$ cat config.mk
export PLATFORM = sky130hd
export DESIGN_NAME = axs_drive_status
export DESIGN_NICKNAME = d
export VERILOG_FILES = /design/src/axs_drive_status.v
export VERILOG_INCLUDE_DIRS = /design/src
export SDC_FILE = /design/constraint.sdc
export NUM_CORES = 2
export LEC_CHECK = 0
export BUFFER_PORTS_ARGS = -buffer_cell sky130_fd_sc_hd__buf_4
export CAP_MARGIN = 0
export CORE_MARGIN = 2
export CORE_UTILIZATION = 53
export CTS_CLUSTER_DIAMETER = 100
export DETAILED_ROUTE_END_ITERATION = 8
export MAX_ROUTING_LAYER = met4
export PLACE_DENSITY_LB_ADDON = 0.25
export SLEW_MARGIN = 20
export SYNTH_ARGS = -nofsm -noshare
export SYNTH_HDL_FRONTEND = slang
export SYNTH_SLANG_ARGS = --single-unit
$ cat constraint.sdc
create_clock -name clk_i -period 3.8 [get_ports clk_i]
set_input_delay 0.38 -clock clk_i [delete_from_list [all_inputs] [get_ports clk_i]]
set_output_delay 0.38 -clock clk_i [all_outputs]
set_load 0.02 [all_outputs]
$ cat src/axs_defs.vh
// Constants for the per-axis drive and status-one block
`ifndef AXS_DEFS_VH
`define AXS_DEFS_VH
// Register byte offsets
`define AXS_OFF_CMD 6'h00
`define AXS_OFF_STATUS_ONE 6'h04
`define AXS_OFF_MAIN_STATUS 6'h08
`define AXS_OFF_PULSES 6'h0C
`define AXS_OFF_UPPER 6'h10
`define AXS_OFF_LOWER 6'h14
`define AXS_OFF_MODE 6'h18
`define AXS_OFF_POSITION 6'h1C
`define AXS_OFF_IRQ_STATUS 6'h20
`define AXS_OFF_IRQ_MASK 6'h24
// Command op codes, command word bits [6:4]; axis in bits [1:0]
`define AXS_OP_SELECT 3'h0
`define AXS_OP_FIXED_PLUS 3'h1
`define AXS_OP_FIXED_MINUS 3'h2
`define AXS_OP_CONT_PLUS 3'h3
`define AXS_OP_CONT_MINUS 3'h4
`define AXS_OP_DECEL_STOP 3'h5
`define AXS_OP_IMM_STOP 3'h6
// Mode register fields
`define AXS_MODE_SCURVE 0
`define AXS_MODE_SOFTLIM 1
`define AXS_MODE_SLOW_LSB 2
`define AXS_MODE_FAULT_EN 6
// Status-one field positions
`define AXS_ST_CMP_UP 0
`define AXS_ST_CMP_LO 1
`define AXS_ST_ACCEL 2
`define AXS_ST_STEADY 3
`define AXS_ST_DECEL 4
`define AXS_ST_JRISE 5
`define AXS_ST_JFLAT 6
`define AXS_ST_JFALL 7
`define AXS_ST_SLOW_LSB 8
`define AXS_ST_PLIM 12
`define AXS_ST_MLIM 13
`define AXS_ST_FAULT 14
`define AXS_ST_EMG 15
// Reset values
`define AXS_RST_MODE 8'h00
`define AXS_RST_CMP 32'h00000000
`define AXS_RST_MASK 4'h0
// Speed profile
`define AXS_SPD_MAX 8'h40
`define AXS_SPD_QUART 8'h10
`define AXS_CLK_NS 10
`define AXS_RAMP_STEP_NS 1000
`define AXS_RAMP_CYC ((`AXS_RAMP_STEP_NS + `AXS_CLK_NS - 1) / `AXS_CLK_NS)
`endif

$ cat src/axs_drive_status.v
// Four-axis pulse drive with per-axis status-one word on Avalon-MM
`timescale 1ns/1ps
`default_nettype none
`include "axs_defs.vh"
module axs_drive_status (
   input wire clk_i,                   // System clock, 100 MHz
   input wire reset_n_i,               // Async reset, active low
   input wire ce_i,                    // Clock enable, freezes state
   input wire [5:0] address_i,         // Avalon byte address
   input wire read_i,                  // Avalon read
   input wire write_i,                 // Avalon write
   input wire [31:0] writedata_i,      // Avalon write data
   output reg [31:0] readdata_o,       // Avalon read data
   output reg waitrequest_o,           // Avalon wait request
   input wire [15:0] slowstop_n_i,     // Slow-stop inputs, 4 per axis
   input wire [3:0] plus_limit_n_i,    // Plus limit inputs per axis
   input wire [3:0] minus_limit_n_i,   // Minus limit inputs per axis
   input wire [3:0] servo_fault_n_i,   // Servo fault inputs per axis
   input wire emergency_input_low_i,   // Emergency stop, all axes
   output reg [3:0] pulse_o,           // Drive pulse per axis
   output reg [3:0] dir_o,             // Direction, 1 is minus
   output reg irq_o                    // Level interrupt
);
   integer i;
   integer j;
   // Ramp reload, cut to the tick counter width on purpose
   localparam [31:0] RAMP_FULL = `AXS_RAMP_CYC - 1;
   // Synchronisers
   reg [28:0] sync1_q;
   reg [28:0] sync2_q;
   // Per-axis state
   reg [31:0] pos_q [0:3];
   reg [31:0] upper_q [0:3];
   reg [31:0] lower_q [0:3];
   reg [31:0] remain_q [0:3];
   reg [31:0] ramp_q [0:3];
   reg [7:0] mode_q [0:3];
   reg [7:0] cause_q [0:3];
   reg [7:0] spd_q [0:3];
   reg [7:0] div_q [0:3];
   reg [7:0] tick_q [0:3];
   reg [3:0] run_q;
   reg [3:0] fixed_q;
   reg [3:0] decreq_q;
   reg [3:0] cmp_up_q;
   reg [3:0] cmp_lo_q;
   reg [3:0] run_old_q;
   reg [3:0] irq_st_q;
   reg [3:0] irq_mask_q;
   reg [1:0] sel_q;
   // Synchronised levels, active high
   wire [15:0] slow_act = ~sync2_q[15:0];
   wire [3:0] plim_act = ~sync2_q[19:16];
   wire [3:0] mlim_act = ~sync2_q[23:20];
   wire [3:0] fault_act = ~sync2_q[27:24];
   wire emg_act = ~sync2_q[28];
   // Bus strobes
   wire acc = (read_i | write_i) & ~waitrequest_o;
   wire wr_acc = write_i & ~waitrequest_o;
   wire [2:0] cmd_op = writedata_i[6:4];
   wire [1:0] cmd_ax = writedata_i[1:0];
   wire cmd_wr = wr_acc & (address_i == `AXS_OFF_CMD);
   // Per-axis combinational stop terms
   reg [3:0] hard_stop;
   reg [3:0] soft_hit;
   reg [3:0] slow_hit;
   reg [3:0] decel_now;
   reg [3:0] end_evt;

   ////////////////////////////////////////////////////////////////////
   // Phase and status word helpers
   function [7:0] phase_bits;
      input run;
      input dec;
      input scurve;
      input [7:0] spd;
      reg [2:0] jerk;
      begin
         jerk = 3'h0;
         if (run && scurve && !dec && spd != `AXS_SPD_MAX) begin
            if (spd < `AXS_SPD_QUART)
               jerk = 3'h1;
            else if (spd < `AXS_SPD_MAX - `AXS_SPD_QUART)
               jerk = 3'h2;
            else
               jerk = 3'h4;
         end else if (run && scurve && dec) begin
            if (spd > `AXS_SPD_MAX - `AXS_SPD_QUART)
               jerk = 3'h1;
            else if (spd > `AXS_SPD_QUART)
               jerk = 3'h2;
            else
               jerk = 3'h4;
         end
         phase_bits = {jerk, run & dec, run & ~dec & (spd == `AXS_SPD_MAX),
            run & ~dec & (spd != `AXS_SPD_MAX), 2'h0};
      end
   endfunction

   function [15:0] status_word;
      input [1:0] ax;
      begin
         status_word = {cause_q[ax], phase_bits(run_q[ax], decel_now[ax],
            mode_q[ax][`AXS_MODE_SCURVE], spd_q[ax])}
            | {14'h0000, cmp_lo_q[ax], cmp_up_q[ax]};
      end
   endfunction

   ////////////////////////////////////////////////////////////////////
   // Pin synchronisers, two flops
   always @(posedge clk_i or negedge reset_n_i) begin
      if (!reset_n_i) begin
         sync1_q <= {29{1'b1}};
         sync2_q <= {29{1'b1}};
      end else if (ce_i) begin
         sync1_q <= {emergency_input_low_i, servo_fault_n_i, minus_limit_n_i,
            plus_limit_n_i, slowstop_n_i};
         sync2_q <= sync1_q;
      end
   end

   ////////////////////////////////////////////////////////////////////
   // Stop conditions per axis
   always @* begin
      for (j = 0; j < 4; j = j + 1) begin
         soft_hit[j] = mode_q[j][`AXS_MODE_SOFTLIM] &
            (dir_o[j] ? cmp_lo_q[j] : cmp_up_q[j]);
         hard_stop[j] = run_q[j] & (emg_act | plim_act[j] | mlim_act[j] |
            (fault_act[j] & mode_q[j][`AXS_MODE_FAULT_EN]) | soft_hit[j]);
         slow_hit[j] = run_q[j] &
            (|(slow_act[j*4 +: 4] & mode_q[j][`AXS_MODE_SLOW_LSB +: 4]));
         decel_now[j] = decreq_q[j] | (fixed_q[j] && remain_q[j] <= ramp_q[j]);
         end_evt[j] = run_old_q[j] & ~run_q[j];
      end
   end

   ////////////////////////////////////////////////////////////////////
   // Drive engines and per-axis registers
   always @(posedge clk_i or negedge reset_n_i) begin
      if (!reset_n_i) begin
         for (i = 0; i < 4; i = i + 1) begin
            pos_q[i] <= 32'h00000000;
            upper_q[i] <= `AXS_RST_CMP;
            lower_q[i] <= `AXS_RST_CMP;
            remain_q[i] <= 32'h00000000;
            ramp_q[i] <= 32'h00000000;
            mode_q[i] <= `AXS_RST_MODE;
            cause_q[i] <= 8'h00;
            spd_q[i] <= 8'h00;
            div_q[i] <= 8'h00;
            tick_q[i] <= 8'h00;
         end
         run_q <= 4'h0;
         fixed_q <= 4'h0;
         decreq_q <= 4'h0;
         cmp_up_q <= 4'h0;
         cmp_lo_q <= 4'h0;
         pulse_o <= 4'h0;
         dir_o <= 4'h0;
         sel_q <= 2'h0;
      end else if (ce_i) begin
         for (i = 0; i < 4; i = i + 1) begin
            cmp_up_q[i] <= $signed(pos_q[i]) >= $signed(upper_q[i]);
            cmp_lo_q[i] <= $signed(pos_q[i]) <= $signed(lower_q[i]);
            pulse_o[i] <= 1'b0;
            if (hard_stop[i]) begin
               // latch cause and stop at once
               // causes only ever ORed in here
               run_q[i] <= 1'b0;
               spd_q[i] <= 8'h00;
               cause_q[i] <= cause_q[i] | {emg_act,
                  fault_act[i] & mode_q[i][`AXS_MODE_FAULT_EN],
                  mlim_act[i], plim_act[i], 4'h0};
            end else if (run_q[i]) begin
               if (slow_hit[i]) begin
                  decreq_q[i] <= 1'b1;
                  cause_q[i] <= cause_q[i] |
                     {4'h0, slow_act[i*4 +: 4] & mode_q[i][`AXS_MODE_SLOW_LSB +: 4]};
               end
               // Ramp speed one step per ramp period
               if (tick_q[i] == 8'h00) begin
                  tick_q[i] <= RAMP_FULL[7:0];
                  if (decel_now[i] && spd_q[i] > 8'h01)
                     spd_q[i] <= spd_q[i] - 8'h01;
                  else if (!decel_now[i] && spd_q[i] < `AXS_SPD_MAX)
                     spd_q[i] <= spd_q[i] + 8'h01;
               end else begin
                  tick_q[i] <= tick_q[i] - 8'h01;
               end
               // Pulse generation, period falls as speed rises
               if (div_q[i] == 8'h00) begin
                  div_q[i] <= `AXS_SPD_MAX - spd_q[i];
                  pulse_o[i] <= 1'b1;
                  pos_q[i] <= dir_o[i] ? pos_q[i] - 32'h00000001 : pos_q[i] + 32'h00000001;
                  remain_q[i] <= remain_q[i] - 32'h00000001;
                  if (!decel_now[i] && spd_q[i] != `AXS_SPD_MAX)
                     ramp_q[i] <= ramp_q[i] + 32'h00000001;
                  // last commanded pulse ends the drive
                  if (fixed_q[i] && remain_q[i] == 32'h00000001)
                     run_q[i] <= 1'b0;
                  // Decelerating stop of any drive, on a stop command or slow-stop request, at floor speed
                  if (decreq_q[i] && spd_q[i] == 8'h01)
                     run_q[i] <= 1'b0;
               end else begin
                  div_q[i] <= div_q[i] - 8'h01;
               end
            end
         end
         // Register writes and commands
         if (cmd_wr) begin
            sel_q <= cmd_ax;
            case (cmd_op)
               `AXS_OP_FIXED_PLUS, `AXS_OP_FIXED_MINUS,
               `AXS_OP_CONT_PLUS, `AXS_OP_CONT_MINUS: begin
                  if (!run_q[cmd_ax] &&
                     !(fixed_q[cmd_ax] && remain_q[cmd_ax] == 32'h00000000 &&
                     (cmd_op == `AXS_OP_FIXED_PLUS || cmd_op == `AXS_OP_FIXED_MINUS))) begin
                     run_q[cmd_ax] <= 1'b1;
                     cause_q[cmd_ax] <= 8'h00;
                     spd_q[cmd_ax] <= 8'h01;
                     div_q[cmd_ax] <= `AXS_SPD_MAX - 8'h01;
                     tick_q[cmd_ax] <= RAMP_FULL[7:0];
                     ramp_q[cmd_ax] <= 32'h00000000;
                     decreq_q[cmd_ax] <= 1'b0;
                     fixed_q[cmd_ax] <= (cmd_op == `AXS_OP_FIXED_PLUS) ||
                        (cmd_op == `AXS_OP_FIXED_MINUS);
                     dir_o[cmd_ax] <= (cmd_op == `AXS_OP_FIXED_MINUS) ||
                        (cmd_op == `AXS_OP_CONT_MINUS);
                  end
               end
               `AXS_OP_DECEL_STOP: begin
                  decreq_q[cmd_ax] <= 1'b1;
               end
               `AXS_OP_IMM_STOP: begin
                  run_q[cmd_ax] <= 1'b0;
                  spd_q[cmd_ax] <= 8'h00;
               end
               default: begin
               end
            endcase
         end
         if (wr_acc) begin
            case (address_i)
               `AXS_OFF_PULSES: remain_q[sel_q] <= writedata_i;
               `AXS_OFF_UPPER: upper_q[sel_q] <= writedata_i;
               `AXS_OFF_LOWER: lower_q[sel_q] <= writedata_i;
               `AXS_OFF_MODE: mode_q[sel_q] <= writedata_i[7:0];
               `AXS_OFF_POSITION: begin
                  if (!run_q[sel_q])
                     pos_q[sel_q] <= writedata_i;
               end
               default: begin
               end
            endcase
         end
      end
   end

   ////////////////////////////////////////////////////////////////////
   // Interrupt status, mask and output
   always @(posedge clk_i or negedge reset_n_i) begin
      if (!reset_n_i) begin
         run_old_q <= 4'h0;
         irq_st_q <= 4'h0;
         irq_mask_q <= `AXS_RST_MASK;
         irq_o <= 1'b0;
      end else if (ce_i) begin
         run_old_q <= run_q;
         // Set wins over write-one-to-clear
         if (wr_acc && address_i == `AXS_OFF_IRQ_STATUS)
            irq_st_q <= (irq_st_q & ~writedata_i[3:0]) | end_evt;
         else
            irq_st_q <= irq_st_q | end_evt;
         if (wr_acc && address_i == `AXS_OFF_IRQ_MASK)
            irq_mask_q <= writedata_i[3:0];
         irq_o <= |(irq_st_q & irq_mask_q);
      end
   end

   ////////////////////////////////////////////////////////////////////
   // Avalon slave: one wait cycle, read data at accept
   always @(posedge clk_i or negedge reset_n_i) begin
      if (!reset_n_i) begin
         waitrequest_o <= 1'b1;
         readdata_o <= 32'h00000000;
      end else if (ce_i) begin
         if (acc)
            waitrequest_o <= 1'b1;
         else if (read_i | write_i)
            waitrequest_o <= 1'b0;
         if (read_i && waitrequest_o) begin
            case (address_i)
               `AXS_OFF_CMD: readdata_o <= {30'h00000000, sel_q};
               `AXS_OFF_STATUS_ONE: readdata_o <= {16'h0000, status_word(sel_q)};
               `AXS_OFF_MAIN_STATUS: readdata_o <= {24'h000000,
                  |cause_q[3][7:4], |cause_q[2][7:4], |cause_q[1][7:4],
                  |cause_q[0][7:4], run_q};
               `AXS_OFF_PULSES: readdata_o <= remain_q[sel_q];
               `AXS_OFF_UPPER: readdata_o <= upper_q[sel_q];
               `AXS_OFF_LOWER: readdata_o <= lower_q[sel_q];
               `AXS_OFF_MODE: readdata_o <= {24'h000000, mode_q[sel_q]};
               `AXS_OFF_POSITION: readdata_o <= pos_q[sel_q];
               `AXS_OFF_IRQ_STATUS: readdata_o <= {28'h0000000, irq_st_q};
               `AXS_OFF_IRQ_MASK: readdata_o <= {28'h0000000, irq_mask_q};
               default: readdata_o <= 32'h00000000;
            endcase
         end
      end
   end
endmodule
`default_nettype wire

== Word level (Yosys, flattened, before mapping) ==
Index checks and enable logic that the tools add are counted.

* Add/subtract/negate cells: 36
* $lt $le $gt $ge: 31
* Equal/unequal tests: 29
* Muxes and demuxes: 276
* Bitwise operators: 98
* Reductions and logical operators: 75

{| class="wikitable"
|+ Operators with widths
! operator !! count
|-
| 32-bit two-way mux || 79
|-
| 128-bit two-way mux || 8
|-
| 8-bit two-way mux || 80
|-
| 128-bit bitwise mux || 4
|-
| 32-bit binary-select mux with 2-bit select || 5
|-
| 32-bit one-hot mux with 10 select lines || 1
|-
| 32-bit by 1-bit adder with 32-bit output, second input constant || 8
|-
| 32-bit <= comparator || 8
|-
| 32-bit by 1-bit subtractor with 32-bit output, second input constant || 8
|-
| 128-bit bitwise AND || 1
|-
| 32-bit demux with 2-bit select || 2
|-
| 32-bit by 1-bit == test with 1-bit output, second input constant || 4
|-
| 32-bit greater-or-equal comparator || 4
|-
| 128-bit NOT || 1
|-
| 8-bit by 1-bit subtractor with 8-bit output, second input constant || 12
|-
| 1-bit two-way mux || 65
|-
| 32-bit bitwise AND || 2
|-
| 8-bit logical NOT || 8
|-
| 32-bit one-hot mux with 2 select lines || 1
|-
| 8-bit binary-select mux with 2-bit select || 3
|-
| 8-bit by 7-bit inequality test with 1-bit output, second input constant || 5
|-
| 4-bit OR reduction || 10
|-
| 1-bit logical AND || 37
|-
| 8-bit by 1-bit adder with 8-bit output, second input constant || 4
|-
| other kinds (55) || 185
|}

* Register bits after elaboration: 934
* Bits of input ports: 72
* Output and inout bits: 42
* Word-level logic and storage cells: 601

== Longest topological paths before layout ==
* Depth in word-level cells: 15
* Gate-level depth with buffers: 14
* Mapped depth without buffers: 12

== Worst setup path before layout ==
OpenSTA, ideal clock, no wires.

* Path kind: register to register
* Start point: reg dir_o[1]
* End point: reg ramp_q[89] (netlist name)
* Setup time: 0.132 ns
* Arrival: 3.909 ns
* Data required time: 3.668 ns
* Path slack: -0.240 ns
* Stages on the path, launching flop included: 12
* Path buffers: 1
* Clock period less this slack: 4.040 ns
* Cell sequence: dfrtp_1 -> mux2_2 -> a211oi_1 -> nand2_1 -> nor2_1 -> nand2_1 -> a211oi_1 -> and2_1 -> buf_2 -> nand3_1 -> xnor2_1 -> nor2_1

* Longest elaborated chain between the ends: 10

{| class="wikitable"
|+ Ends and longest elaborated chain
! what !! RTL line !! RTL
|-
| start, declared || axs_drive_status.v:21 || <nowiki>output reg [3:0] dir_o,</nowiki>
|-
| start signal, assigned by index || axs_drive_status.v:227 || <nowiki>dir_o[cmd_ax] <= (cmd_op == `AXS_OP_FIXED_MINUS) ||</nowiki>
|-
| 1-bit two-way mux (*) || axs_drive_status.v:127 || <nowiki>(dir_o[j] ? cmp_lo_q[j] : cmp_up_q[j]);</nowiki>
|-
| 1-bit bitwise AND (*) || axs_drive_status.v:126 || <nowiki>soft_hit[j] = mode_q[j][`AXS_MODE_SOFTLIM] &</nowiki>
|-
| 1-bit bitwise OR (*) || axs_drive_status.v:128 || <nowiki>hard_stop[j] = run_q[j] & (emg_act | plim_act[j] | mlim_act[j] |</nowiki>
|-
| 1-bit bitwise AND (*) || axs_drive_status.v:128 ||
|-
| 32-bit two-way mux (*) || axs_drive_status.v:166 || <nowiki>if (hard_stop[i]) begin</nowiki>
|-
| 32-bit two-way mux (*) || axs_drive_status.v:161 || <nowiki>end else if (ce_i) begin</nowiki>
|-
| 128-bit bitwise AND (no line) || n/a ||
|-
| 128-bit two-way mux || axs_drive_status.v:215 || <nowiki>if (!run_q[cmd_ax] &&</nowiki>
|-
| 128-bit two-way mux || axs_drive_status.v:212 || <nowiki>case (cmd_op)</nowiki>
|-
| 128-bit two-way mux (*) || axs_drive_status.v:210 || <nowiki>if (cmd_wr) begin</nowiki>
|-
| end signal, assigned by index || axs_drive_status.v:197 || <nowiki>ramp_q[i] <= ramp_q[i] + 32'h00000001;</nowiki>
|-
| end, declared || axs_drive_status.v:36 || <nowiki>reg [31:0] ramp_q [0:3];</nowiki>
|}

Mark *: on every way between the ends. The rest lies on a longest branch, timed or not. The select of a mux whose other input is x is not followed.
A chain may end at the register's enable or synchronous reset.

== Worst setup path in the final report ==
* Start point: reg remain_q[73] (netlist name)
* End point: reg readdata_o[2]

* Longest elaborated chain between the ends: 10

{| class="wikitable"
|+ Ends and longest elaborated chain
! what !! RTL line !! RTL
|-
| start, declared || axs_drive_status.v:35 || <nowiki>reg [31:0] remain_q [0:3];</nowiki>
|-
| start signal, assigned by index || axs_drive_status.v:195 || <nowiki>remain_q[i] <= remain_q[i] - 32'h00000001;</nowiki>
|-
| start signal, assigned by index || axs_drive_status.v:244 || <nowiki>`AXS_OFF_PULSES: remain_q[sel_q] <= writedata_i;</nowiki>
|-
| 32-bit <= comparator || axs_drive_status.v:132 || <nowiki>decel_now[j] = decreq_q[j] | (fixed_q[j] && remain_q[j] <= ramp_q[j]);</nowiki>
|-
| 1-bit logical AND || axs_drive_status.v:132 ||
|-
| 1-bit bitwise OR || axs_drive_status.v:132 ||
|-
| 1-bit binary-select mux with 2-bit select || axs_drive_status.v:103 || <nowiki>status_word = {cause_q[ax], phase_bits(run_q[ax], decel_now[ax],</nowiki>
|-
| 1-bit two-way mux (implied by the code) || axs_drive_status.v:103 ||
|-
| 1-bit NOT || axs_drive_status.v:96 || <nowiki>run & ~dec & (spd != `AXS_SPD_MAX), 2'h0};</nowiki>
|-
| 1-bit bitwise AND (2 in a row) || axs_drive_status.v:96 ||
|-
| 16-bit by 2-bit bitwise OR with 16-bit output || axs_drive_status.v:103 ||
|-
| 32-bit one-hot mux with 10 select lines || axs_drive_status.v:292 || <nowiki>case (address_i)</nowiki>
|-
| end signal, assigned || axs_drive_status.v:293 || <nowiki>`AXS_OFF_CMD: readdata_o <= {30'h00000000, sel_q};</nowiki>
|-
| end signal, assigned || axs_drive_status.v:294 || <nowiki>`AXS_OFF_STATUS_ONE: readdata_o <= {16'h0000, status_word(sel_q)};</nowiki>
|-
| end signal, assigned || axs_drive_status.v:295 || <nowiki>`AXS_OFF_MAIN_STATUS: readdata_o <= {24'h000000,</nowiki>
|-
| end, declared || axs_drive_status.v:13 || <nowiki>output reg [31:0] readdata_o,</nowiki>
|}

No other way between the ends. The select of a mux whose other input is x is not followed.

==> impl_summary.txt <==
----------------------------------------------------
[Logic synthesis]
  Avg Synthesized Cell Area ... between 9 and 10 um^2
  Total nets after synthesis ... slightly below 8000
  FFs w/ async S/R, synth ... 100%
  Count of unique library cells instantiated by Yosys ... 98
  Gate Count Post-Synth ... ~7100
  Number of warnings reported in the yosys synthesis log ... 0
  Cell type with the largest total area after synthesis ... dfrtp_1
  Number of enable flip-flop cells after synthesis ... 0
  Synth Flop Type ... dfrtp_1
  Synthesized flop and latch total ... 934
  Post-synth top area share ... around a third
  Top cells by area in the synthesized netlist ... dfrtp_1, ha_1, mux4_2
  Combined area of all synthesized cells ... between 0.06 and 0.07 mm^2
  Portion of the post-synthesis area used by sequential elements ... 36.2%

[Layout]
  Area taken by multi-input logic gates ... between 0.03 and 0.04 mm^2
  Net count, final ... around 8000
  Fraction of layout instances using a drive strength above 1 ... ~16%
  Commonest non-fill, non-tap cell in the layout ... dfrtp_1
  Area growth from synthesis to final layout ... 13.5%
  Most used cells in the layout excluding fill and tap cells ... dfrtp_1, nor2_1, nand2_1
  Fillers ... 10600
  Non-filler cells in the finished layout ... between 9000 and 10000
  Register cell area after layout ... 0.0235 mm^2
  Final Cell Area ... around 0.073 mm^2

[Timing]
  Minimum clock period ... between 3000 and 4000 ps
  Setup TNS ... 0 ps
  Slew Viols, Final ... 0
  Final worst-path setup slack ... 19.2 ps
  Max_slew headroom ... around 18%
  Final Hold Violating Endpoints ... 0
  Max Freq ... 0.264 GHz
  Post-Route Skew ... 35.9 ps
  Pin slew with the least headroom to its limit ... about 1200 ps
  Ratio of final minimum period to clock period ... between 90% and 100%
  Number of endpoints failing setup at the final stage ... 0

[Worst hold path]
  Worst min-delay path category ... in -> reg
  Cell depth of the worst min-delay path ... 4

[Worst setup path]
  Maximum fanout count along the critical path ... 6
  Worst Reg-to-Reg Cells ... 11
  Endpoint arrival time on the critical path ... 4390 ps
  Critical Path Start Type ... flip-flop
  Setup slack of the most critical reg-to-reg path ... about 19 ps
  Nature of the critical path endpoint ... flip-flop
  Data required time of the worst path ... ~4400 ps
  Worst Setup Path Type ... reg -> reg

[Drt]
  Detailed-routing iteration count for the pre-antenna-repair pass ... 9
  Via count of the routed design ... 60200
  Detailed-route DRC error count ... 2
  Routed length per placed instance ... ~27 um
  Via/cell ratio ... ~6.6
  Drt first-iter violations ... between 7000 and 8000
  Antenna-violating nets left ... 0
  Wirelength, routed ... around 250000 um

[CTS]
  Post-CTS Setup Bufs ... 0
  CTS tree ... yes
  Clock input transition at the sequential cells of the worst setup and hold paths ... 70 ps
  Clock sinks ... 934
  Maximum count of clock buffers along a single path ... 3
  Root buf cell ... clkbuf_16
  Number of CTS-inserted buffers ... between 100 and 150
  Clock latency at the later pin of the worst-skew pair ... ~760 ps
  Count of H-tree levels built during CTS ... 3

[Placement]
  Last weighted congestion value of the routability-driven placer ... roughly 1.0
  Placement-stage worst setup slack ... 72.4 ps
  Total placed cells including tap cells ... 8849
  Count of buffers from port buffering ... 113
  Total cell area at the placement stage ... 0.0693 mm^2
  Half-perimeter wire length after placement ... around 190000 um

[Pwr]
  Ratio of total power to cell area ... 375 mW/mm^2
  Clock network power share ... about two fifths
  Combinational share of power ... between 10% and 20%
  Flop pwr share ... 41.6%
  Leakage dissipation ... 33.7 nW
  Switching share of total power ... between 30% and 40%
  Net Sw Power ... 0.00850 W
  Worst voltage drop across the vdd grid ... ~0.42 mV
  Internal power ... between 0.015 and 0.02 W

[GRT]
  GR Util All Layers ... around 40%
  Pin count of the biggest net entering global routing ... a little under 100
  Wire length of the first global-routing pass ... 372000 um
  Total congestion overflow after global routing ... 0
  Number of antenna violations at the first check in global routing ... 17
  Via count of the first global-routing pass ... approximately 57000

[Floorplanning]
  Die extent in x ... 353 um
  Num rows ... about 130
  Standard cell core area ... about 0.12 mm^2
  Overall die height ... roughly 350 um
  Count of boundary I/O pins ... between 100 and 150
  Initial core utilization ... 53.3%
  Total die area ... between 0.1 and 0.15 mm^2

[Outcome]
  Run status ... complete, but fails checks
  Violations in the final reports ... DRC

[Flow run]
  Max-cap viol count ... 0

----------------------------------------------------
-- synth_stat cells, types with 24 or more instances --
cell type and number:
a21oi_1 545, o211ai_1 29, a211oi_1 38, nor4_1 87
nand2b_1 66, inv_1 507, or4_1 26, dfrtp_1 875
a31oi_1 61, xnor2_1 194, nor2_1 628, o21a_1 47
buf_1 47, clkbuf_1 292, o22ai_1 132, a221oi_1 28
mux2i_1 46, mux4_2 151, dfstp_2 59, o31ai_1 26
a22o_1 26, o21ai_0 511, nor2b_1 70, or2_2 24
a22oi_1 79, nand4_1 147, and4_1 27, nand2_1 597
and3_1 47, or3_1 42, nand3_1 175, ha_1 536
xor2_1 63, mux2_2 263, nor3_1 161, a21o_1 171
-- final timing paths --
kind                         startpoint             to
setup / recovery           remain_q[73]  readdata_o[2]
setup reg to reg           remain_q[73]  readdata_o[2]
max in group asynchronous     reset_n_i       dir_o[2]
hold reg to reg             ramp_q[125]    ramp_q[125]
hold / removal             address_i[4]  readdata_o[4]
min in group asynchronous     reset_n_i    lower_q[25]
-- per-layer routing --
| metal | routed length (um) | GRT usage, % |
|---|---|---|
| met1 | 100000 | 53.8 |
| met2 | 105000 | 56.7 |
| met3 | 30700 | 12.0 |
| met4 | 14100 | 19.9 |
| met5 | 0 | - |
-- cell families after synthesis --
| logic type | after synthesis | synth area share, % |
|---|---|---|
| and+or+nand+nor | 2171 | 16.0 |
| AOI/OAI and AO/OA | 1905 | 18.2 |
| DFF | 934 | 36.2 |
| buffers and inverters | 861 | 5.04 |
| adders and majority gates | 540 | 10.5 |
| muxes | 461 | 10.6 |
| xor gates and xnor gates | 257 | 3.48 |
-- stage by stage --
step | hold WS [ps] | power, W | utilization, %
5_1_grt | 67.0 | 0.0283 | 60.5
2_1_floorplan | 84.4 | 0.0140 | -
4_1_cts | 21.9 | 0.0274 | 60.4
3_3_place_gp | 464 | 0.0163 | 57.1
6_report | 59.1 | 0.0275 | 60.5
3_5_place_dp | 470 | 0.0164 | 57.1
-- area by class of cell --
type	count	share of cell area (%)
inverters	509	2.61
repair buffers	483	5.61
clock buffers	154	4.33
flip-flops and latches	934	31.9
diodes	14	0.0477
multi-input cells	5334	52.0
clock inverters	41	0.719
well taps	1625	2.77
-- power groups by stage --
stage                     clock network (W)  registers [W]  logic [W]
after floorplan                           0         0.0113    0.00264
after global routing                 0.0115         0.0115    0.00532
after global placement                    0         0.0115    0.00471
after CTS                            0.0112         0.0114    0.00486
after detailed placement                  0         0.0116    0.00480
final                                0.0111         0.0114    0.00497
-- registers in the layout, summed over array words and instances, names as in the netlist, 29 cells and up --
register,cells
mode_q,32
remain_q,128
upper_q,128
ramp_q,128
readdata_o,32
tick_q,32
div_q,32
lower_q,128
cause_q,32
sync1_q,29
sync2_q,29
spd_q,32
pos_q,128
-- worst max-delay path: stages, from the launching register on --
cell	delay (ps)
dfrtp_1	450
ha_1	340
a21o_1	190
a21o_1	170
a21oi_1	130
o21ai_0	130
o31ai_1	930
nand2_1	290
o22ai_1	290
a21oi_1	170
a311oi_1	460
a21oi_1	80
-- repair_timing --
| item | 4_1_cts | 5_1_grt |
|---|---|---|
| hold buffers | 36 | 0 |
| gates resized for setup | 0 | 14 |
| endpoints found under the setup margin | 0 | 32 |
| hold endpoints to repair | 78 | 0 |
(Power assumes the default switching activity.)
